## src/msc_pkg.sv

```systemverilog
// constants for the monitor select and line driver control block
package msc_pkg;
	localparam int unsigned NCH        = 8;
	localparam int unsigned CW         = 3;
	localparam int unsigned SELW       = 4;
	// register byte offsets
	localparam logic [3:0] ADDR_CTRL   = 4'h0;
	localparam logic [3:0] ADDR_STAT   = 4'h4;
	// control register fields
	localparam int unsigned CTRL_SEL_LSB  = 0;
	localparam int unsigned CTRL_LOOP0    = 4;
	localparam int unsigned CTRL_CLKREC   = 5;
	localparam int unsigned CTRL_HOST     = 6;
	localparam logic [6:0]  CTRL_RESET    = 7'h20;
	// status register fields
	localparam int unsigned STAT_SEL_LSB  = 0;
	localparam int unsigned STAT_ACTIVE   = 4;
	localparam int unsigned STAT_IS_TX    = 5;
	localparam int unsigned STAT_CH_LSB   = 6;
	localparam int unsigned STAT_DRV_EN   = 9;
	localparam int unsigned STAT_EDGE     = 10;
	localparam int unsigned STAT_ADDR_BAD = 11;
	// select code bit that chooses transmitter over receiver
	localparam int unsigned SEL_TX_BIT    = 3;
	localparam logic [CW-1:0] NO_CHAN     = 3'h0;
endpackage : msc_pkg

```

## src/msc_sel_if.sv

```systemverilog
// decoded monitoring target passed between decoder and control
`timescale 1ns/1ps
interface msc_sel_if;
	import msc_pkg::*;
	logic [SELW-1:0] code;
	logic            active;
	logic            is_tx;
	logic [CW-1:0]   chan;
	modport dec (input code, output active, is_tx, chan);
	modport ctl (output code, input active, is_tx, chan);
endinterface : msc_sel_if

```

## src/msc_decode.sv

```systemverilog
// combinational decode of the 4-bit monitor select code
`timescale 1ns/1ps
module msc_decode (
	msc_sel_if.dec s
);
	import msc_pkg::*;
	// low bits give the channel, top bit chooses transmitter: each code with a
	// nonzero channel is a distinct target, and both x000 codes mean no monitoring
	assign s.chan   = s.code[CW-1:0];
	assign s.active = (s.code[CW-1:0] != NO_CHAN);
	assign s.is_tx  = s.code[SEL_TX_BIT];
endmodule : msc_decode

```

## src/msc_monitor_ctl.sv

```systemverilog
// monitor routing, driver enable and receive polarity with wishbone regs
//
// Local design decisions: register access over Wishbone and the address map.
`timescale 1ns/1ps
module msc_monitor_ctl (
	input  wire logic                       clock,
	input  wire logic                       srst,
	input  wire logic                       ce,
	// wishbone classic slave
	input  wire logic                       wb_cyc_i,
	input  wire logic                       wb_stb_i,
	input  wire logic                       wb_we_i,
	input  wire logic [3:0]                 wb_adr_i,
	input  wire logic [3:0]                 wb_sel_i,
	input  wire logic [31:0]                wb_dat_i,
	output logic [31:0]                     wb_dat_o,
	output logic                            wb_ack_o,
	// mode pins
	input  wire logic                       hw_mode,
	input  wire logic [msc_pkg::SELW-1:0]   monitor_target_select,
	input  wire logic                       upper_address_input,
	input  wire logic                       driver_enable,
	input  wire logic                       receive_edge_select,
	// per-channel core side, plus the single host clock
	input  wire logic [msc_pkg::NCH-1:0]    tx_tip_core,
	input  wire logic [msc_pkg::NCH-1:0]    tx_ring_core,
	input  wire logic [msc_pkg::NCH-1:0]    rx_line_tip_in,
	input  wire logic [msc_pkg::NCH-1:0]    rx_line_ring_in,
	input  wire logic [msc_pkg::NCH-1:0]    rx_pos_core,
	input  wire logic [msc_pkg::NCH-1:0]    rx_neg_core,
	input  wire logic [msc_pkg::NCH-1:0]    rx_clk_core,
	input  wire logic                       host_clock_core,
	// line and receive outputs
	output logic [msc_pkg::NCH-1:0]         tx_line_tip,
	output logic [msc_pkg::NCH-1:0]         tx_line_ring,
	output logic [msc_pkg::NCH-1:0]         tx_line_oe,
	output logic                            monitor_rx_line_tip,
	output logic                            monitor_rx_line_ring,
	output logic [msc_pkg::NCH-1:0]         rx_data_pos,
	output logic [msc_pkg::NCH-1:0]         rx_data_neg,
	output logic [msc_pkg::NCH-1:0]         rx_recovered_clock,
	output logic                            host_clock_active
);
	import msc_pkg::*;

	logic [6:0]      ctrl_r;
	logic            ack_r;
	logic [31:0]     dat_r;
	logic            addr_bad_r;
	logic [SELW-1:0] sel_eff;
	logic            loop0;
	logic            clkrec;
	logic            host;
	logic            req;
	logic            mon_tx;
	logic            mon_rx;
	logic            loop_fwd;
	logic            mon_tip;
	logic            mon_ring;
	logic            fwd_tip;
	logic            fwd_ring;
	logic [31:0]     stat_word;

	msc_sel_if s ();

	msc_decode u_dec (
		.s (s.dec)
	);

	assign loop0  = ctrl_r[CTRL_LOOP0];
	assign clkrec = ctrl_r[CTRL_CLKREC];
	assign host   = ctrl_r[CTRL_HOST] & ~hw_mode;
	// pins steer the select in hardware mode, the register under host
	assign sel_eff = hw_mode ? monitor_target_select
		: ctrl_r[CTRL_SEL_LSB +: SELW];
	assign s.code  = sel_eff;

	assign req    = wb_cyc_i & wb_stb_i;
	assign mon_tx = s.active & s.is_tx;
	assign mon_rx = s.active & ~s.is_tx;
	assign loop_fwd = host & loop0 & s.active;

	// transmit pair of the target replaces channel 0 line inputs
	assign mon_tip  = mon_tx ? tx_tip_core[s.chan]  : rx_line_tip_in[0];
	assign mon_ring = mon_tx ? tx_ring_core[s.chan] : rx_line_ring_in[0];
	// what channel 0 sends back out when remote loopback is on
	assign fwd_tip  = mon_tx ? tx_tip_core[s.chan]  : rx_line_tip_in[s.chan];
	assign fwd_ring = mon_tx ? tx_ring_core[s.chan] : rx_line_ring_in[s.chan];

	always_comb begin
		stat_word = '0;
		stat_word[STAT_SEL_LSB +: SELW] = sel_eff;
		stat_word[STAT_ACTIVE]          = s.active;
		stat_word[STAT_IS_TX]           = s.is_tx;
		stat_word[STAT_CH_LSB +: CW]    = s.chan;
		stat_word[STAT_DRV_EN]          = driver_enable;
		stat_word[STAT_EDGE]            = receive_edge_select;
		stat_word[STAT_ADDR_BAD]        = addr_bad_r;
	end

	// bus handshake: one wait state, ack dropped the cycle after
	always_ff @(posedge clock) begin
		if (srst) begin
			ack_r <= 1'b0;
		end else if (ce) begin
			ack_r <= req & ~ack_r;
		end
	end

	always_ff @(posedge clock) begin
		if (srst) begin
			ctrl_r <= CTRL_RESET;
		end else if (ce && req && !ack_r && wb_we_i && wb_sel_i[0]
			&& wb_adr_i == ADDR_CTRL) begin
			ctrl_r <= wb_dat_i[6:0];
		end
	end

	always_ff @(posedge clock) begin
		if (srst) begin
			dat_r <= 32'h0000_0000;
		end else if (ce && req && !ack_r) begin
			unique case (wb_adr_i)
				ADDR_CTRL: dat_r <= {25'h0000000, ctrl_r};
				ADDR_STAT: dat_r <= stat_word;
				default:   dat_r <= 32'h0000_0000;
			endcase
		end
	end

	// sticky flag: board broke the grounded address rule in hw mode;
	// set wins over a write-one clear in the same cycle
	always_ff @(posedge clock) begin
		if (srst) begin
			addr_bad_r <= 1'b0;
		end else if (ce) begin
			if (hw_mode && upper_address_input) begin
				addr_bad_r <= 1'b1;
			end else if (req && !ack_r && wb_we_i && wb_sel_i[1]
				&& wb_adr_i == ADDR_STAT
				&& wb_dat_i[STAT_ADDR_BAD]) begin
				addr_bad_r <= 1'b0;
			end
		end
	end

	// channel 0 receive inputs, swapped to the monitored transmitter
	always_ff @(posedge clock) begin
		if (srst) begin
			monitor_rx_line_tip  <= 1'b0;
			monitor_rx_line_ring <= 1'b0;
		end else if (ce) begin
			monitor_rx_line_tip  <= mon_tip;
			monitor_rx_line_ring <= mon_ring;
		end
	end

	always_ff @(posedge clock) begin
		if (srst) begin
			host_clock_active <= 1'b0;
		end else if (ce) begin
			host_clock_active <= host_clock_core ^ ~receive_edge_select;
		end
	end

	// driver enable only floats pins; data paths keep toggling so a
	// standby unit can take over without relays
	genvar g;
	generate
		for (g = 0; g < NCH; g++) begin : g_ch
			logic src_pos;
			logic src_neg;
			logic src_tip;
			logic src_ring;
			if (g == 0) begin : g_mon
				assign src_pos  = mon_rx ? rx_pos_core[s.chan] : rx_pos_core[0];
				assign src_neg  = mon_rx ? rx_neg_core[s.chan] : rx_neg_core[0];
				assign src_tip  = loop_fwd ? fwd_tip  : tx_tip_core[0];
				assign src_ring = loop_fwd ? fwd_ring : tx_ring_core[0];
			end else begin : g_norm
				assign src_pos  = rx_pos_core[g];
				assign src_neg  = rx_neg_core[g];
				assign src_tip  = tx_tip_core[g];
				assign src_ring = tx_ring_core[g];
			end

			always_ff @(posedge clock) begin
				if (srst) begin
					tx_line_tip[g]  <= 1'b0;
					tx_line_ring[g] <= 1'b0;
					tx_line_oe[g]   <= 1'b0;
				end else if (ce) begin
					tx_line_tip[g]  <= src_tip;
					tx_line_ring[g] <= src_ring;
					tx_line_oe[g]   <= driver_enable;
				end
			end

			// edge select high: rising clock edge and active-high data
			always_ff @(posedge clock) begin
				if (srst) begin
					rx_data_pos[g]        <= 1'b0;
					rx_data_neg[g]        <= 1'b0;
					rx_recovered_clock[g] <= 1'b0;
				end else if (ce) begin
					rx_recovered_clock[g] <= rx_clk_core[g]
						^ ~receive_edge_select;
					if (clkrec) begin
						rx_data_pos[g] <= src_pos;
						rx_data_neg[g] <= src_neg;
					end else begin
						rx_data_pos[g] <= src_pos ^ ~receive_edge_select;
						rx_data_neg[g] <= src_neg ^ ~receive_edge_select;
					end
				end
			end
		end
	endgenerate

	assign wb_ack_o = ack_r;
	assign wb_dat_o = dat_r;
endmodule : msc_monitor_ctl

```

## config.mk

```make
export PLATFORM = sky130hd
export DESIGN_NAME = msc_monitor_ctl
export DESIGN_NICKNAME = d
export VERILOG_FILES = /design/src/msc_pkg.sv /design/src/msc_sel_if.sv /design/src/msc_decode.sv /design/src/msc_monitor_ctl.sv
export SDC_FILE = /design/constraint.sdc
export NUM_CORES = 1
export LEC_CHECK = 0
export ABC_AREA = 1
export BUFFER_PORTS_ARGS = -buffer_cell sky130_fd_sc_hd__buf_2
export CAP_MARGIN = 20
export CORE_MARGIN = 10
export CORE_UTILIZATION = 45
export DETAILED_ROUTE_END_ITERATION = 8
export PLACE_DENSITY = 0.81
export SLEW_MARGIN = 25
export SYNTH_ARGS = -nofsm -noshare
export SYNTH_HDL_FRONTEND = slang
export SYNTH_SLANG_ARGS = --single-unit
```

## constraint.sdc

```tcl
create_clock -name clock -period 2.1 [get_ports clock]
set_clock_uncertainty 0.15 [all_clocks]
set_input_delay 0.42 -clock clock [delete_from_list [all_inputs] [get_ports clock]]
set_output_delay 0.42 -clock clock [all_outputs]
set_load 0.02 [all_outputs]
```

==> reports/qor.txt <==
worst-path fanout max: 13
Root Driver: clkbuf_8
Post-Synthesis Cell Area: 3560 sq um
wire per inst: 14.9 um
Core ar.: 7690 sq um
antenna viol nets, final: 0
Residual DRC: 0
global-route wire length before repair: 17.6 mm
largest area contributor in the netlist: dfxtp_1
post-route insts no fill: 757
Die ar.: 11900 sq um
Area growth, synth to finish: 27.6%
Setup CP Type: register to register
Yosys cell types: 31
layout cells sized above 1: 31.1%
Synth Area per Inst: 7.01 sq um
CTS Buffer Depth: 2
Fill cells: 731
vias per cell: 4.83
CP endpoint kind: register
final hold viol count: 0
initial antenna violation count: 1
RSZ-0062 raised after global routing: false
Final Max Tran Viols: 0
commonest cells after routing, fill and taps aside: buf_2, nand2_1, inv_1
DRT iter0 DRCs: 277
period utilisation layout: 82.9%
worst slew pin tran: 626 ps
num rows: 32
vias in the first global route: 3732
H-tree Lvls: 3
Seq/Total Area, Yosys: 36.6%
worst skew pair latency: 340 ps
PD cells: 704 nW/um^2
Slew HR: 58.3%
FMAX: 574 MHz
die height: 109 um
Post-Place Cells: 743
Ant. Diodes: 0
YS warnings: 0
# hold bufs at CTS: 0
worst hold path startpoint: tx_ring_core[4]
Yosys top cell area share: 36.6%
Critical Path Start: ctrl_r[0]
Die X: 109 um
router iterations before antenna repair: 4
Hold WC Path Type: input pin to register
Synth area leaders: dfxtp_1, nand2_1, nand3_1
total number of vias: 3660
CTS sink count: 65
TritonCTS buffer count: 9
status: complete, no violations
Lkg Pwr: 2.43 nW
final net count: 763
GRT overflow: 0
minimum clock period after layout: 1740 ps
Max VDD drop: 0.465 mV
Global Route Usage Sum: 18.4%
startpoint types: register
WP data required: 2190 ps
post-CTS sizing: 0
final setup vio count: 0
most common cell after layout, fill and taps aside: buf_2
largest net degree at the start of global routing: 74
Routed WL: 11.3 mm
CTS tree: built
HPWL Detailed: 9.09 mm
IO Pins: 195
placer's final routability congestion estimate: 0.828
Final TNS setup: 0 ps
Yosys reg bits: 65
clock slew at reported path FFs: 80 ps
Gate Count Post-Synth: 507
FF-to-FF Start: ctrl_r[0]
initial core utilization: 46.3%
max_cap viols: 0
port bufs: 148
Post CTS Setup Buffer Count: 0
crit path DAT: 1830 ps
[cell families (layout without fill, tap and decap cells)]
| group | Yosys count | count (layout) | share of synthesized area [%] |
|---|---|---|---|
| AND/OR/NAND/NOR | 178 | 178 | 23.3 |
| buffers and inverters | 128 | 257 | 17.7 |
| AO/OA/AOI/OAI | 112 | 112 | 16.7 |
| flip-flops | 65 | 65 | 36.6 |
| XOR/XNOR | 23 | 23 | 5.66 |
| other | 1 | 20 | 0.105 |
[through the flow]
step	cell area [sq um]	util (%)	total power, mW	setup slack [ps]	hold slack (ps)
global route	4540	59.0	3.32	178	196
floorplan	3630	-	1.81	442	286
global placement	4320	56.2	2.00	111	301
finish	4540	59.0	3.19	359	194
detailed placement	4320	56.2	2.02	89.6	307
CTS	4540	59.0	3.21	370	182
[critical path, cell delays in order (launching register included)]
cell     delay (ps)
dfxtp_1         340
inv_1            80
nand2_1         100
nand2_2         110
buf_12          170
nor2_2          120
nand2_1          70
nand3_1          80
nand3_1         100
nand3_1          80
nand3_1          90
nand2_1         100
inv_1            40
[state kept, by name (all words and copies together), names as in the netlist]
signal / count
rx_data_pos: 8
wb_dat_o: 12
tx_line_oe: 1
monitor_rx_line_tip: 1
monitor_rx_line_ring: 1
rx_recovered_clock: 8
tx_line_tip: 8
wb_ack_o: 1
rx_data_neg: 8
host_clock_active: 1
tx_line_ring: 8
ctrl_r: 7
addr_bad_r: 1
[metal layers]
metal | wire, um | GRT usage [%] | vias to the layer above
met4 | 266 | 7.91 | 0
met5 | 0 | 0 | -
li1 | - | - | 1856
met2 | 5230 | 30.7 | 140
met3 | 1350 | 8.61 | 23
met1 | 4460 | 19.6 | 1641
[final timing paths]
kind,to,slack (ps),cells after the start
min reg2reg,wb_dat_o[10],320,2
max reg2reg,rx_data_neg[0],360,12
max,rx_data_neg[0],360,12
min,tx_line_ring[4],190,3
[layout make-up]
type	count	area [sq um]	share of cell area (%)
Sequential cell	65	1300	28.7
Inverter	76	285	6.29
Clock buffer	11	151	3.34
Clock inverter	3	65.1	1.43
Timing Repair Buffer	167	908	20.0
Multi-Input combinational cell	333	1700	37.4
Tap cell	102	128	2.81
[synth_stat cells, drive strengths merged]
| cell type | instances |
|---|---|
| conb | 1 |
| xor2 | 4 |
| a21oi | 49 |
| o221ai | 2 |
| o21ai | 56 |
| nor3 | 1 |
| nand2 | 84 |
| nand3 | 54 |
| dfxtp | 65 |
| a22oi | 1 |
| xnor2 | 19 |
| inv | 76 |
| nor2 | 31 |
| o211ai | 2 |
| nand4 | 3 |
| nor3b | 1 |
| o2bb2ai | 2 |
| nand3b | 1 |
| buf | 39 |
| or2 | 3 |
| clkbuf | 13 |
[power breakdown]
part	internal [mW]	switching [mW]	total (mW)
clock network	0.719	0.481	1.20
registers	1.30	0.0325	1.33
logic	0.243	0.417	0.661
Note: power is estimated with default switching activity, not from simulation.
